[src/core/hfc_pkg.sv]
`default_nettype none
package hfc_pkg;
    // apb register map, byte addresses
    localparam logic [7:0] A_CTRL  = 8'h00;
    localparam logic [7:0] A_TEST  = 8'h04;
    localparam logic [7:0] A_TXW   = 8'h08;
    localparam logic [7:0] A_RXR   = 8'h0C;
    localparam logic [7:0] A_STAT  = 8'h10;
    localparam logic [7:0] A_ISTAT = 8'h14;
    localparam logic [7:0] A_ICLR  = 8'h18;
    localparam logic [7:0] A_IEN   = 8'h1C;
    localparam logic [7:0] A_ADDR  = 8'h20;
    localparam logic [7:0] A_CRCX  = 8'h24;
    // hdlc_control_one fields
    localparam int B_RECEIVER_ENABLE_BIT = 9;
    localparam int B_TRANSMITTER_ENABLE_BIT = 8;
    localparam int B_EOP  = 7;
    localparam int B_FA   = 6;
    localparam int B_RXFL = 1;
    localparam int B_TXFL = 0;
    // hdlc_test_control fields
    localparam int B_SRST = 5;
    localparam int B_R2T  = 4;
    localparam int B_CRCT = 3;
    localparam int B_FIFO_PATH_SWAP_TEST = 2;
    localparam int B_ADT  = 1;
    localparam int B_T2R  = 0;
    // status fields
    localparam int S_RXEMPTY = 0;
    localparam int S_TXEMPTY = 1;
    localparam int S_TAGLO   = 2;
    localparam int S_TAGHI   = 3;
    localparam int S_VALID_ADDRESS_FLAG   = 4;
    localparam int S_CRCOK   = 5;
    localparam int S_CRCDONE = 6;
    localparam int S_ADDONE  = 7;
    localparam int S_RXFULL  = 8;
    localparam int S_TXFULL  = 9;
    // interrupt events
    localparam int IRQ_W     = 4;
    localparam int I_RXBYTE  = 0;
    localparam int I_RXEOP   = 1;
    localparam int I_TXEMPTY = 2;
    localparam int I_TDONE   = 3;
    // masks and reset values
    localparam logic [15:0] CTRL_MASK = 16'h03C3;
    localparam logic [15:0] TEST_MASK = 16'h003F;
    localparam logic [15:0] SRST_MASK = 16'h0020;
    localparam logic [15:0] CTRL_RST  = 16'h0000;
    localparam logic [15:0] TEST_RST  = 16'h0000;
    localparam logic [15:0] ADDR_RST  = 16'h0000;
    localparam logic [15:0] CRCX_RST  = 16'h0000;
    // serial framing constants
    localparam logic [7:0]  FLAG       = 8'h7E;
    localparam logic [7:0]  ABORT      = 8'hFF;
    localparam logic [15:0] CRC_INIT   = 16'hFFFF;
    localparam logic [15:0] CRC_POLY_R = 16'h8408;
    localparam logic [15:0] CRC_EXPECT = 16'hF0B8;
    localparam logic [4:0]  TEST_BITS  = 5'h10;
    localparam logic [2:0]  LAST_BIT   = 3'h7;
    localparam logic [1:0]  HOLD_FULL  = 2'h3;
    localparam int          FIFO_AW    = 4;

    typedef struct packed {
        logic       abort;
        logic       eop;
        logic [7:0] data;
    } hfc_entry_s;

    typedef enum logic [2:0] {
        HFC_TX_FLAG = 3'b001,
        HFC_TX_DATA = 3'b010,
        HFC_TX_FCS  = 3'b100
    } hfc_tx_e;

    typedef struct packed {
        hfc_tx_e     st;
        logic [7:0]  sh;
        logic [2:0]  bcnt;
        logic [15:0] crc;
        logic        eop;
        logic        hi;
        logic [7:0]  fcs_hi;
    } hfc_tx_s;

    typedef struct packed {
        logic        inframe;
        logic [2:0]  bcnt;
        logic [1:0]  nb;
        logic [7:0]  sh;
        logic [23:0] hold;
    } hfc_rx_s;

    localparam hfc_tx_s TX_RST = '{st: HFC_TX_FLAG, sh: FLAG, default: '0};

    // one bit of the reflected frame check sequence
    function automatic logic [15:0] hfc_crc_bit(input logic [15:0] c, input logic b);
        hfc_crc_bit = (c >> 1) ^ ((c[0] ^ b) ? CRC_POLY_R : 16'h0000);
    endfunction
endpackage
`default_nettype wire

[src/core/hfc_fifo.sv]
`timescale 1ns/1ps
`default_nettype none
module hfc_fifo import hfc_pkg::*; #(
    parameter int W  = 10,
    parameter int AW = FIFO_AW
) (
    input  wire logic         mclk,
    input  wire logic         rst_b,
    input  wire logic         clr,
    input  wire logic         flush,
    input  wire logic         push,
    input  wire logic         pop,
    input  wire logic [W-1:0] wdata,
    output var  logic [W-1:0] rdata_q,
    output logic              empty,
    output logic              full
);
    logic [AW:0]  wr_q, wr_d, rd_q, rd_d;
    logic [W-1:0] mem [2**AW];
    logic         do_push, do_pop;

    assign empty = wr_q == rd_q;
    assign full  = (wr_q[AW-1:0] == rd_q[AW-1:0]) && (wr_q[AW] != rd_q[AW]);

    // flush only moves the read pointer, stored words stay as they were
    always_comb begin
        do_push = push && !full;
        do_pop  = pop && !empty && !flush;
        wr_d    = wr_q + (AW+1)'(do_push);
        rd_d    = flush ? wr_q : rd_q + (AW+1)'(do_pop);
        if (clr) begin
            wr_d = '0;
            rd_d = '0;
        end
    end

    // head word is registered; bypass covers a write into the slot being read
    always_ff @(posedge mclk or negedge rst_b) begin
        if (!rst_b) begin
            wr_q    <= '0;
            rd_q    <= '0;
            rdata_q <= '0;
        end else begin
            wr_q    <= wr_d;
            rd_q    <= rd_d;
            rdata_q <= (do_push && wr_q[AW-1:0] == rd_d[AW-1:0]) ? wdata : mem[rd_d[AW-1:0]];
        end
    end

    // storage has no reset, contents survive flushes
    always_ff @(posedge mclk) begin
        if (do_push) begin
            mem[wr_q[AW-1:0]] <= wdata;
        end
    end

    a_flush_reads_empty: assert property (@(posedge mclk) disable iff (!rst_b)
        flush && !push |=> empty) else $error("flushed fifo not empty");
endmodule // hfc_fifo
`default_nettype wire

[src/core/hfc_shift16.sv]
`timescale 1ns/1ps
`default_nettype none
module hfc_shift16 import hfc_pkg::*; (
    input  wire logic        mclk,
    input  wire logic        rst_b,
    input  wire logic        clr,
    input  wire logic        en,
    input  wire logic        bit_in,
    output var  logic [15:0] value_q,
    output logic             done,
    output logic             fin
);
    logic [4:0]  cnt_q, cnt_d;
    logic [15:0] value_d;

    assign done = cnt_q == TEST_BITS;
    assign fin  = en && !clr && cnt_q == TEST_BITS - 5'h01;

    // shift until sixteen bits are in, then freeze like a stopped clock
    always_comb begin
        value_d = value_q;
        cnt_d   = cnt_q;
        if (clr) begin
            value_d = '0;
            cnt_d   = '0;
        end else if (en && !done) begin
            value_d = {bit_in, value_q[15:1]};
            cnt_d   = cnt_q + 5'h01;
        end
    end

    always_ff @(posedge mclk or negedge rst_b) begin
        if (!rst_b) begin
            value_q <= '0;
            cnt_q   <= '0;
        end else begin
            value_q <= value_d;
            cnt_q   <= cnt_d;
        end
    end

    a_shift_frozen: assert property (@(posedge mclk) disable iff (!rst_b)
        done && !clr |=> $stable(value_q) && done) else $error("shift moved after stop");
    a_shift_lands: assert property (@(posedge mclk) disable iff (!rst_b)
        fin |=> done ##1 done) else $error("shift did not stop at sixteen");
endmodule // hfc_shift16
`default_nettype wire

[src/core/hfc_core.sv]
`timescale 1ns/1ps
`default_nettype none
// Overview of operation
// - receive flush shows receive fifo empty, receiver off until next flag, data kept
// - transmit flush shows transmit fifo empty, stored data untouched
// - transmit flush bit clears itself when a byte enters the transmit fifo
// - soft reset holds engine, control, test control and address registers reset
// - soft reset bit stays set until software writes zero or hardware reset
// - rx-to-tx loopback copies received bytes and end tag into transmit fifo too
// - looped bytes include bad packets and are sent like software-written bytes
// - crc test shifts sixteen serial bits into the compare register, then stops
// - a corruption mask can flip any compare bit in crc test
// - fifo test turns transmit writes into receive writes, receive reads into transmit reads
// - fifo test carries end and abort tags in, shows transmit tags in status
// - address test shifts sixteen bits in, then shows match against address register
// - tx-to-rx loopback feeds transmit serial output into receiver input
// - a fifo word is eight data bits plus end and abort tags
// - frame check sequence follows the byte tagged as packet end
// - receiver disable waits for frame end, enable takes effect at once
module hfc_core import hfc_pkg::*; (
    input  wire logic        mclk,
    input  wire logic        rst_b,
    input  wire logic        psel,
    input  wire logic        penable,
    input  wire logic        pwrite,
    input  wire logic [7:0]  paddr,
    input  wire logic [31:0] pwdata,
    output var  logic [31:0] prdata,
    output logic             pready,
    output logic             pslverr,
    input  wire logic        receive_serial_clock,
    input  wire logic        rx_line_data,
    output logic             tx_line_data,
    output logic             irq
);
    logic [1:0]        rxc_s_q, rxd_s_q;
    logic              rxc_old_q, tick, rx_bit, srst;
    logic [15:0]       ctrl_q, ctrl_d, test_q, test_d, addr_q, addr_d, crcx_q, crcx_d, stat;
    logic [IRQ_W-1:0]  ist_q, ist_d, ien_q, ien_d, ev;
    logic [31:0]       rdat_d;
    logic              acc, wr_ctrl, wr_test, wr_txw, wr_iclr, wr_ien, wr_addr, wr_crcx, rd_rxr, mapped;
    hfc_rx_s           rx_q, rx_d;
    hfc_tx_s           tx_q, tx_d;
    hfc_entry_s        rx_ent, cpu_ent, rxf_wdata, txf_wdata, rxf_head, txf_head, head;
    logic              rx_push, rx_live, tx_pop, take, txe_old_q;
    logic              rxf_push, rxf_pop, rxf_empty, rxf_full, txf_push, txf_pop, txf_empty, txf_full;
    logic              fifo_path_swap_test, crc_done, crc_fin, adr_done, adr_fin, crc_ok, valid_address_flag;
    logic [15:0]       crc_val, adr_val;

    // pin synchronisers; only the second stage is looked at
    always_ff @(posedge mclk or negedge rst_b) begin
        if (!rst_b) begin
            rxc_s_q   <= '0;
            rxd_s_q   <= '0;
            rxc_old_q <= 1'b0;
        end else begin
            rxc_s_q   <= {rxc_s_q[0], receive_serial_clock};
            rxd_s_q   <= {rxd_s_q[0], rx_line_data};
            rxc_old_q <= rxc_s_q[1];
        end
    end
    assign tick = rxc_s_q[1] && !rxc_old_q;   // rising serial clock edge
    assign srst = test_q[B_SRST];
    assign fifo_path_swap_test = test_q[B_FIFO_PATH_SWAP_TEST];

    assign rx_bit       = test_q[B_T2R] ? tx_q.sh[0] : rxd_s_q[1];
    assign tx_line_data = tx_q.sh[0];

    // apb decode; zero wait states so pready is tied high
    assign acc     = psel && penable;
    assign pready  = 1'b1;
    assign mapped  = paddr inside {A_CTRL, A_TEST, A_TXW, A_RXR, A_STAT, A_ISTAT, A_ICLR, A_IEN, A_ADDR, A_CRCX};
    assign pslverr = acc && !mapped;
    assign wr_ctrl = acc && pwrite && paddr == A_CTRL;
    assign wr_test = acc && pwrite && paddr == A_TEST;
    assign wr_txw  = acc && pwrite && paddr == A_TXW;
    assign wr_iclr = acc && pwrite && paddr == A_ICLR;
    assign wr_ien  = acc && pwrite && paddr == A_IEN;
    assign wr_addr = acc && pwrite && paddr == A_ADDR;
    assign wr_crcx = acc && pwrite && paddr == A_CRCX;
    assign rd_rxr  = acc && !pwrite && paddr == A_RXR;

    assign cpu_ent = '{abort: ctrl_q[B_FA], eop: ctrl_q[B_EOP], data: pwdata[7:0]};

    // fifo steering; the receive engine wins a slot over a cpu write
    always_comb begin
        rxf_push  = rx_push || (wr_txw && fifo_path_swap_test);
        rxf_pop   = rd_rxr && !fifo_path_swap_test;
        rxf_wdata = rx_push ? rx_ent : cpu_ent;
        txf_push  = (rx_push && test_q[B_R2T]) || (wr_txw && !fifo_path_swap_test);
        txf_wdata = (rx_push && test_q[B_R2T]) ? rx_ent : cpu_ent;
        txf_pop   = tx_pop || (rd_rxr && fifo_path_swap_test);
        head      = fifo_path_swap_test ? txf_head : rxf_head;
    end

    // control registers; self-clearing bits lose to a software write
    always_comb begin
        ctrl_d = ctrl_q;
        test_d = test_q;
        addr_d = addr_q;
        crcx_d = crcx_q;
        ien_d  = wr_ien ? pwdata[IRQ_W-1:0] : ien_q;
        if (wr_txw) begin
            ctrl_d[B_EOP] = 1'b0;
            ctrl_d[B_FA]  = 1'b0;
        end
        if (txf_push) begin
            ctrl_d[B_TXFL] = 1'b0;
        end
        if (wr_ctrl) ctrl_d = pwdata[15:0] & CTRL_MASK;
        if (wr_test) test_d = pwdata[15:0] & TEST_MASK;
        if (wr_addr) addr_d = pwdata[15:0];
        if (wr_crcx) crcx_d = pwdata[15:0];
        if (srst) begin
            ctrl_d = CTRL_RST;
            addr_d = ADDR_RST;
            crcx_d = CRCX_RST;
            test_d = test_d & SRST_MASK;
        end
    end

    // receive engine: flag hunt, byte assembly, three-byte hold drops the fcs
    always_comb begin
        rx_d    = rx_q;
        rx_push = 1'b0;
        rx_ent  = '{abort: 1'b0, eop: 1'b0, data: rx_q.hold[23:16]};
        rx_live = (ctrl_q[B_RECEIVER_ENABLE_BIT] || rx_q.inframe) && !test_q[B_CRCT] && !test_q[B_ADT];
        if (ctrl_q[B_RXFL]) begin
            rx_d.inframe = 1'b0;
            rx_d.nb      = '0;
        end else if (tick && rx_live) begin
            rx_d.sh = {rx_bit, rx_q.sh[7:1]};
            if (rx_d.sh == FLAG) begin
                // no fcs check, bad packets loop too
                rx_push      = rx_q.inframe && rx_q.nb == HOLD_FULL;
                rx_ent.eop   = 1'b1;
                rx_d.inframe = ctrl_q[B_RECEIVER_ENABLE_BIT];
                rx_d.bcnt    = '0;
                rx_d.nb      = '0;
            end else if (rx_q.inframe) begin
                rx_d.bcnt = rx_q.bcnt + 3'h1;
                if (rx_q.bcnt == LAST_BIT) begin
                    rx_push   = rx_q.nb == HOLD_FULL;
                    rx_d.hold = {rx_q.hold[15:0], rx_d.sh};
                    rx_d.nb   = (rx_q.nb == HOLD_FULL) ? HOLD_FULL : rx_q.nb + 2'h1;
                end
            end
        end
    end

    // transmit engine on the serial clock; no zero insertion is done
    always_comb begin
        tx_d   = tx_q;
        tx_pop = 1'b0;
        take   = 1'b0;
        if (tick) begin
            tx_d.sh   = {1'b0, tx_q.sh[7:1]};
            tx_d.bcnt = tx_q.bcnt + 3'h1;
            if (tx_q.st == HFC_TX_DATA) begin
                tx_d.crc = hfc_crc_bit(tx_q.crc, tx_q.sh[0]);
            end
            if (tx_q.bcnt == LAST_BIT) begin
                case (tx_q.st)
                    HFC_TX_DATA: begin
                        if (tx_q.eop) begin
                            tx_d.st     = HFC_TX_FCS;
                            tx_d.sh     = ~tx_d.crc[7:0];
                            tx_d.fcs_hi = ~tx_d.crc[15:8];
                            tx_d.hi     = 1'b0;
                        end else if (!txf_empty && !fifo_path_swap_test) begin
                            take = 1'b1;
                        end else begin
                            tx_d.st = HFC_TX_FLAG;   // underrun aborts the frame
                            tx_d.sh = ABORT;
                        end
                    end
                    HFC_TX_FCS: begin
                        tx_d.hi = 1'b1;
                        tx_d.sh = tx_q.fcs_hi;
                        if (tx_q.hi) begin
                            tx_d.st = HFC_TX_FLAG;
                            tx_d.sh = FLAG;
                        end
                    end
                    default: begin
                        tx_d.sh  = FLAG;
                        tx_d.crc = CRC_INIT;
                        take     = ctrl_q[B_TRANSMITTER_ENABLE_BIT] && !txf_empty && !fifo_path_swap_test;
                    end
                endcase
            end
        end
        if (take) begin
            tx_pop   = 1'b1;
            tx_d.eop = txf_head.eop;
            tx_d.st  = txf_head.abort ? HFC_TX_FLAG : HFC_TX_DATA;
            tx_d.sh  = txf_head.abort ? ABORT : txf_head.data;
        end
    end

    // interrupt status: a new event beats a clear in the same cycle
    always_comb begin
        ev            = '0;
        ev[I_RXBYTE]  = rxf_push;
        ev[I_RXEOP]   = rxf_push && rxf_wdata.eop;
        ev[I_TXEMPTY] = txf_empty && !txe_old_q;
        ev[I_TDONE]   = crc_fin || adr_fin;
        ist_d         = (ist_q & ~(wr_iclr ? pwdata[IRQ_W-1:0] : '0)) | ev;
    end
    assign irq = |(ist_q & ien_q);

    assign crc_ok = (crc_val ^ crcx_q) == CRC_EXPECT;
    assign valid_address_flag  = adr_done && adr_val == addr_q;

    // status word; tag bits follow whichever fifo the read port faces
    always_comb begin
        stat            = '0;
        stat[S_RXEMPTY] = rxf_empty;
        stat[S_TXEMPTY] = txf_empty;
        stat[S_TAGLO]   = head.eop;
        stat[S_TAGHI]   = head.abort;
        stat[S_VALID_ADDRESS_FLAG]   = valid_address_flag;
        stat[S_CRCOK]   = crc_done && crc_ok;
        stat[S_CRCDONE] = crc_done;
        stat[S_ADDONE]  = adr_done;
        stat[S_RXFULL]  = rxf_full;
        stat[S_TXFULL]  = txf_full;
    end

    // read data is captured in the setup phase so pready can stay high
    always_comb begin
        rdat_d = prdata;
        if (psel && !penable) begin
            case (paddr)
                A_CTRL:  rdat_d = {16'h0000, ctrl_q};
                A_TEST:  rdat_d = {16'h0000, test_q};
                A_RXR:   rdat_d = {22'h0, head};
                A_STAT:  rdat_d = {16'h0000, stat};
                A_ISTAT: rdat_d = {28'h0000000, ist_q};
                A_IEN:   rdat_d = {28'h0000000, ien_q};
                A_ADDR:  rdat_d = {16'h0000, addr_q};
                A_CRCX:  rdat_d = {16'h0000, crcx_q};
                default: rdat_d = '0;
            endcase
        end
    end

    always_ff @(posedge mclk or negedge rst_b) begin
        if (!rst_b) begin
            ctrl_q    <= CTRL_RST;
            test_q    <= TEST_RST;
            addr_q    <= ADDR_RST;
            crcx_q    <= CRCX_RST;
            ien_q     <= '0;
            ist_q     <= '0;
            prdata    <= '0;
            rx_q      <= '0;
            tx_q      <= TX_RST;
            txe_old_q <= 1'b1;
        end else begin
            ctrl_q    <= ctrl_d;
            test_q    <= test_d;
            addr_q    <= addr_d;
            crcx_q    <= crcx_d;
            ien_q     <= ien_d;
            ist_q     <= ist_d;
            prdata    <= rdat_d;
            rx_q      <= srst ? '0 : rx_d;
            tx_q      <= srst ? TX_RST : tx_d;
            txe_old_q <= txf_empty;
        end
    end

    hfc_fifo #(.W($bits(hfc_entry_s)), .AW(FIFO_AW)) u_rxf (
        .mclk(mclk), .rst_b(rst_b), .clr(srst), .flush(ctrl_q[B_RXFL]), .push(rxf_push),
        .pop(rxf_pop), .wdata(rxf_wdata), .rdata_q(rxf_head), .empty(rxf_empty), .full(rxf_full));
    hfc_fifo #(.W($bits(hfc_entry_s)), .AW(FIFO_AW)) u_txf (
        .mclk(mclk), .rst_b(rst_b), .clr(srst), .flush(ctrl_q[B_TXFL]), .push(txf_push),
        .pop(txf_pop), .wdata(txf_wdata), .rdata_q(txf_head), .empty(txf_empty), .full(txf_full));
    hfc_shift16 u_crc (
        .mclk(mclk), .rst_b(rst_b), .clr(srst || !test_q[B_CRCT]), .en(tick && test_q[B_CRCT]),
        .bit_in(rx_bit), .value_q(crc_val), .done(crc_done), .fin(crc_fin));
    hfc_shift16 u_adr (
        .mclk(mclk), .rst_b(rst_b), .clr(srst || !test_q[B_ADT]), .en(tick && test_q[B_ADT]),
        .bit_in(rx_bit), .value_q(adr_val), .done(adr_done), .fin(adr_fin));

    a_rxflush_empty: assert property (@(posedge mclk) disable iff (!rst_b)
        ctrl_q[B_RXFL] |=> rxf_empty || $past(rxf_push)) else $error("rx fifo not empty under flush");
    a_txflush_clear: assert property (@(posedge mclk) disable iff (!rst_b)
        txf_push && !wr_ctrl && !srst |=> !ctrl_q[B_TXFL]) else $error("tx flush bit not cleared");
    a_srst_hold: assert property (@(posedge mclk) disable iff (!rst_b)
        srst |=> ctrl_q == CTRL_RST && addr_q == ADDR_RST && (test_q & ~SRST_MASK) == '0)
        else $error("registers not held by soft reset");
    a_srst_sticky: assert property (@(posedge mclk) disable iff (!rst_b)
        srst && !wr_test |=> srst) else $error("soft reset bit dropped");
    a_loop_copy: assert property (@(posedge mclk) disable iff (!rst_b)
        rx_push && test_q[B_R2T] |-> txf_push && txf_wdata == rx_ent) else $error("loop byte not copied");
    a_fifo_path_swap_test_redirect: assert property (@(posedge mclk) disable iff (!rst_b)
        wr_txw && fifo_path_swap_test && !rx_push |-> rxf_push && !(txf_push && !test_q[B_R2T]))
        else $error("fifo test write not redirected");
    a_eop_fcs: assert property (@(posedge mclk) disable iff (!rst_b)
        tick && !srst && tx_q.st == HFC_TX_DATA && tx_q.bcnt == LAST_BIT && tx_q.eop
        |=> tx_q.st == HFC_TX_FCS && !tx_q.hi) else $error("no fcs after end byte");
    a_t2r_source: assert property (@(posedge mclk) disable iff (!rst_b)
        test_q[B_T2R] |-> rx_bit == tx_line_data) else $error("loopback not routed");
endmodule // hfc_core
`default_nettype wire

[config.mk]
export PLATFORM = sky130hd
export DESIGN_NAME = hfc_core
export DESIGN_NICKNAME = d
export VERILOG_FILES = /design/src/core/hfc_pkg.sv /design/src/core/hfc_fifo.sv /design/src/core/hfc_shift16.sv /design/src/core/hfc_core.sv
export SDC_FILE = /design/constraint.sdc
export NUM_CORES = 1
export LEC_CHECK = 0
export CORE_UTILIZATION = 45
export CTS_BUF_LIST = sky130_fd_sc_hd__clkbuf_8
export DETAILED_ROUTE_END_ITERATION = 10
export DONT_BUFFER_PORTS = 1
export SLEW_MARGIN = 10
export SYNTH_ARGS = -nofsm -noshare
export SYNTH_HDL_FRONTEND = slang
export SYNTH_SLANG_ARGS = --single-unit
[constraint.sdc]
create_clock -name mclk -period 7.6 [get_ports mclk]
set_clock_uncertainty 0.15 [all_clocks]
set_input_delay 0.76 -clock mclk [delete_from_list [all_inputs] [get_ports mclk]]
set_output_delay 0.76 -clock mclk [all_outputs]
set_load 0.1 [all_outputs]
==> flow_summary.toml, run 1 <==
[clock_network]
cts_root_buffer = "clkbuf_8"
clk_path_buf_depth = 3
numCtsBuffers = 89
tritoncts = "built"
clkLatencyLatePin_ns = 0.68
clkSlewWorstSetupHoldPaths_ns = 0.06
cts-htree-levels = 3
cts_sinks = 553

[placement]
placed_area_um2 = 24900
port_buffers = 0
gp_congestion = 0.885
hpwl_mm = 39.1
dp_cells = 2538

[setup_path]
cp-startpoint = "paddr[5]"
worst_r2r_path_depth = 14
worstPathRequired_ns = 7.95
crit_slowest_cell = "nor4_1"
crit_end = "u_rxf.rdata_q[7]$_DFF_PN0_"
setup.worst_path.class = "input pin to flop"
path_buf_inv = 1
end_kind = "flop"
critPathArrivalTime_ns = 5.65
path_delay_family = "simple AND/OR/NAND/NOR gates"
r2r_end = "u_txf.rdata_q[0]$_DFF_PN0_"
r2r_setup_slack_ns = 2.32
cp_max_fo = 23
cp_cell_sequence = "nor4_1 > nand2_1 > nor3_1 > nor4b_1 > ha_1 > ha_1 > mux2i_1 > or2_2 > inv_1 > or3_1 > a2111o_1 > o21ai_0 > o31ai_1"
crit_top_cell = "ha_1"
start_kind = "input pin"
critical-path-max-stage-delay_ns = 0.64
r2r_start = "u_txf.wr_q[2]$_DFF_PN0_"
cp_num_cells = 13

[pwr]
peakVddDrop_mv = 0.111
combPwrFrac_pct = 11.8
intPower_w = 0.00491
sw_frac_of_total_pct = 27.2
leakagePower_nw = 9.92
powerDensity_nw_per_um2 = 252
clockPowerShare_pct = 37.4
seq_power_share_pct = 50.8
switchingPower_w = 0.00183

[yosys]
synth_compound_area_share_pct = 11.0
synth_top_family_by_area = "simple AND/OR/NAND/NOR gates"
synth_area_um2 = 24300
yosys_register_bits = 553
yosys-top-cells-area = "edfxtp_1, dfrtp_1, mux4_2, nand2_1, a21oi_1"
yosysUniqueCellTypes = 75
yosys_warnings = 0
synth_top_cell_by_area = "edfxtp_1"
avgSynthCellArea_um2 = 12.5
yosysTopAreaCellShare_pct = 39.5
seq_area_frac_synth_pct = 63.5
async_flop_share_pct = 42.1
netlist_instances = 1943
synth_edf_count = 320
synth_xor_area_share_pct = 2.32
synth_mux_area_share_pct = 8.05
synth_ff_type = "edfxtp_1"
yosys.area_share.simple_pct = 11.2
synth_fa_ha_area_share_pct = 0.925

[route]
first_pass_iters = 6
ant_nets = 0
remaining_drc_errors = 0
wl_per_cell_um = 22.5
drt-total-wl_mm = 60.9
drt_iter0_drc = 1603
num_vias = 15743
via_per_inst = 5.82

[final_layout]
final_cell_mix = "edfxtp_1, nand2_1, dfrtp_1"
final_cell_area_um2 = 26800
drive_gt1_share_pct = 14.4
fin_nets = 2011
synthToLayoutAreaGrowth_pct = 9.93
stdcell_count = 2705
mostFrequentLayoutCell = "edfxtp_1"
fin_util_pct = 50.5
fillers = 4607

[global_routing]
grt_max_degree = 234
track_usage_pct = 22.3
grt_pass1_vias = 15375
grt_pass1_wl_mm = 92.7
antenna_found_initial = 1
gr-total-overflow = 0

[timing]
slew_headroom_pct = 15.6
max_slew.worst_pin.slew_ns = 1.25
fmax_mhz = 189
fin_crit_sh_pct = 69.7
fin_setup_tns_ns = 0
fin_crit_ns = 5.30
finalHoldViolCount = 0
slew_viol_final = 0
report.final.setup_viol = 0
grt_setup_unrepaired = "false"

[floorplan]
start_util_pct = 46.0
fp.coreArea_um2 = 53000
die_h_um = 235
fp.dieW_um = 235
die_area_um2 = 55000
num_rows = 84
num_io_pins = 83

[min_path]
worstHoldStart = "pwdata[9]"
hold_class = "input pin to flop"

[run_status]
status = "completed"

[job]
drv_cap = 0
area by class of cell:
cell class	instances	area (um2)	area share, %
repair buffers	34	315	1.18
clock inverters	58	330	1.23
flip-flops and latches	553	15500	57.8
well taps	688	861	3.22
clock buffers	103	1420	5.30
multi-input cells	1242	8280	30.9
diodes	1	2.50	0.00935
inverters	26	97.6	0.365
cells in the mapped netlist (10+ instances only):
cell	count
nand2_1	270
and3_1	16
a22o_1	17
a21oi_1	156
or3_1	10
a22oi_1	52
buf_2	14
nor2b_1	12
clkbuf_1	90
o221a_2	13
nor2_1	135
nor3_1	20
edfxtp_1	320
a211oi_1	17
dfrtp_1	225
ha_1	18
mux2_2	45
xor2_1	24
buf_1	12
xnor2_1	38
mux2i_1	44
mux4_2	45
o21ai_0	58
o211ai_1	15
o22ai_1	20
nand4_1	15
buf_4	18
inv_1	23
nand3_1	61
power groups by stage:
stage / Clock, W / Sequential, W / Combinational [W]
after floorplan: 0 / 0.00342 / 0.000564
after global placement: 0 / 0.00348 / 0.000750
after detailed placement: 0 / 0.00348 / 0.000760
after CTS: 0.00257 / 0.00342 / 0.000792
after global routing: 0.00270 / 0.00343 / 0.000865
final: 0.00252 / 0.00342 / 0.000792
kinds of logic (layout without fill, tap and decap cells):
kind of cell,Yosys count,count (layout)
flops,553,553
compound gates,410,410
xor+xnor,63,63
simple gates,600,600
buf+inv,163,221
fa+ha+maj,18,18
other cells,2,18
mux,134,134
what timing repair did:
action	4_1_cts	5_1_grt
buffers inserted	0	0
resized for setup	0	0
hold buffers	3	1
hold endpoints to repair	235	63
setup endpoints to repair	0	0
per-layer routing:
layer  up-vias  GRT usage (%)  wire (um)
li1       7196              -          -
met5         -              0          0
met2       540           35.2      28600
met3       134           3.74       3790
met4         0           9.94       2230
met1      7873           30.4      26300
registers in the layout, summed over array words and instances, names as in the netlist, 16 cells and up:
name,flops
u_adr.value_q,16
u_crc.value_q,16
u_rxf.mem,160
crcx_q,16
prdata,16
tx_q,39
addr_q,16
rx_q,29
u_txf.mem,160
through the flow:
| stage | hold slack, ns | total power, W | setup slack (ns) |
|---|---|---|---|
| 2_1_floorplan | 0.181 | 0.00399 | 3.06 |
| 3_3_place_gp | 0.195 | 0.00423 | 1.75 |
| 3_5_place_dp | 0.198 | 0.00424 | 1.69 |
| 4_1_cts | 0.0137 | 0.00679 | 2.27 |
| 5_1_grt | 0.0548 | 0.00700 | 1.89 |
| 6_report | 0.0655 | 0.00674 | 2.30 |
worst min-delay path by stage:
stage | endpoint | depth (start not counted)
after global routing | crcx_q[7]$_DFFE_PN0P_ | 2
after CTS | crcx_q[8]$_DFFE_PN0P_ | 2
after global placement | rxc_s_q[1]$_DFF_PN0_ | 0
final | ctrl_q[9]$_DFFE_PN0P_ | 2
after detailed placement | rxc_s_q[1]$_DFF_PN0_ | 0
after floorplan | rxc_s_q[1]$_DFF_PN0_ | 0
No activity file was read; power rests on OpenSTA's default activity.
==> run 2, diff against run 1 <==
Clock period 7.6 ns to 4.4 ns, I/O delays scaled along.
==> flow_summary.toml, run 2 (synthesis results as in run 1) <==
[timing]
fin_crit_sh_pct = 91.7
fin_crit_ns = 4.04
holdWs_ns = -0.690
slew_headroom_pct = 15.6
report.final.setup_viol = 0
fin_setup_tns_ns = 0
max_slew.worst_pin.slew_ns = 1.26
grt_setup_unrepaired = "false"
timing.final.ws_setup_ns = 0.363
slew_viol_final = 0
fmax_mhz = 248
finalHoldViolCount = 233

[pwr]
powerDensity_nw_per_um2 = 425
peakVddDrop_mv = 0.174
post-layout-total-power_w = 0.0116
leakagePower_nw = 10.3

[placement]
port_buffers = 0
pre_cts_slack_ns = -0.0765
placed_area_um2 = 25500
gp_congestion = 0.910
hpwl_mm = 40.0

[final_layout]
final_cell_area_um2 = 27400
fillers = 4559
drive_gt1_share_pct = 16.8
mostFrequentLayoutCell = "edfxtp_1"
synthToLayoutAreaGrowth_pct = 12.5
final_cell_mix = "edfxtp_1, nand2_1, dfrtp_1"
fin_nets = 2086

[route]
wl_per_cell_um = 22.3
drt-total-wl_mm = 62.0
ant_nets = 0
num_vias = 16179
first_pass_iters = 5
remaining_drc_errors = 0
via_per_inst = 5.81
drt_iter0_drc = 1514

[setup_path]
start_kind = "flop"
path_delay_family = "simple AND/OR/NAND/NOR gates"
setup.worst_path.class = "flop to flop"
cp_num_cells = 14
end_kind = "flop"
cp_max_fo = 23
worstPathRequired_ns = 4.81
critical-path-max-stage-delay_ns = 0.53
worst_r2r_path_depth = 14
critPathArrivalTime_ns = 4.45
r2r_setup_slack_ns = 0.36
crit_slowest_cell = "mux4_2"
path_buf_inv = 1
cp_cell_sequence = "xnor2_1 > nand4_1 > or2_2 > a31oi_1 > nor2_1 > ha_1 > ha_1 > mux2i_1 > nor2_4 > buf_12 > mux4_2 > a22oi_1 > nand2_1 > mux2_2"
crit_top_cell = "ha_1"

[global_routing]
gr-total-overflow = 0
grt_pass1_vias = 15958
grt_max_degree = 234
track_usage_pct = 22.8
antenna_found_initial = 5
grt_pass1_wl_mm = 94.3

[clock_network]
clk_path_buf_depth = 3
hold_buffers = 19
cts_root_buffer = "clkbuf_8"
clkSlewWorstSetupHoldPaths_ns = 0.07
tritoncts = "built"
clkLatencyLatePin_ns = 0.68
numCtsBuffers = 89
cts_sinks = 553
cts-htree-levels = 3

[floorplan]
die_area_um2 = 55000
die_h_um = 235
fp.coreArea_um2 = 53000
start_util_pct = 46.0
fp.dieW_um = 235
num_rows = 84
num_io_pins = 83

[run_status]
violations = "negative hold slack"
status = "finished with violations"

[min_path]
hold_class = "input pin to async pin"

[job]
drv_cap = 0
[run 2: cell count changes in the layout (fill, tap and decap cells not counted), moves of 5 or more]
cell / before / now
buf_4: 28 / 82
dlygate4sd3_1: 3 / 19
clkinv_1: 11 / 19
buf_12: 1 / 8
clkinv_2: 6 / 12
inv_1: 58 / 53
[run 2: cell type report]
type	instances	area [um2]	share of cell area [%]
sequential	553	15500	56.4
multi-input combinational	1242	8280	30.2
clock buffer	101	1390	5.08
timing repair buffer	109	966	3.53
tap	688	861	3.14
clock inverter	65	337	1.23
inverter	26	97.6	0.356
antenna	1	2.50	0.00914
[run 2: routing by layer]
metal  wire, um  track usage (%)  vias to the layer above  share of wire [%]
li1           -                -                     7357                  -
met1      26500             31.3                     8145                 43
met2      29200             35.5                      554                 47
met3       4070             3.73                      119                6.6
met4       2200             10.4                        4                3.5
met5         32                0                        -              0.052
[run 2: report_power, final]
group | internal [W] | leakage [nW] | total [W] | switching (W)
combinational | 0.000532 | 3.17 | 0.00140 | 0.000869
clock | 0.00223 | 1.01 | 0.00429 | 0.00206
sequential | 0.00569 | 6.11 | 0.00595 | 0.000257
total | 0.00845 | 10.3 | 0.0116 | 0.00319
[run 2: through the flow]
step | hold slack [ns] | utilization (%) | instances
6_report | -0.690 | 51.7 | 2785
5_1_grt | -0.727 | 51.7 | 2785
4_1_cts | -0.742 | 51.7 | 2784
3_5_place_dp | -0.00111 | 48.1 | 2599
3_3_place_gp | -0.00101 | 48.1 | 2599
2_1_floorplan | -0.00559 | - | 1958
[run 2: repair_timing]
action	CTS	global route
setup buffers	0	0
resized for setup	0	2
endpoints found under the setup margin	0	10
hold endpoints to repair	290	233
[run 2: path summary, 6_finish.rpt]
path                                               to                     from
setup / recovery           u_txf.rdata_q[5]$_DFF_PN0_  u_txf.rd_q[2]$_DFF_PN0_
hold / removal                    tx_q[2]$_DFFE_PN0P_                    rst_b
setup reg to reg           u_txf.rdata_q[5]$_DFF_PN0_  u_txf.rd_q[2]$_DFF_PN0_
hold reg to reg                  rxc_s_q[1]$_DFF_PN0_     rxc_s_q[0]$_DFF_PN0_
max in group asynchronous       test_q[5]$_DFFE_PN0P_                    rst_b
min in group mclk               prdata[9]$_DFFE_PN0P_                 paddr[5]
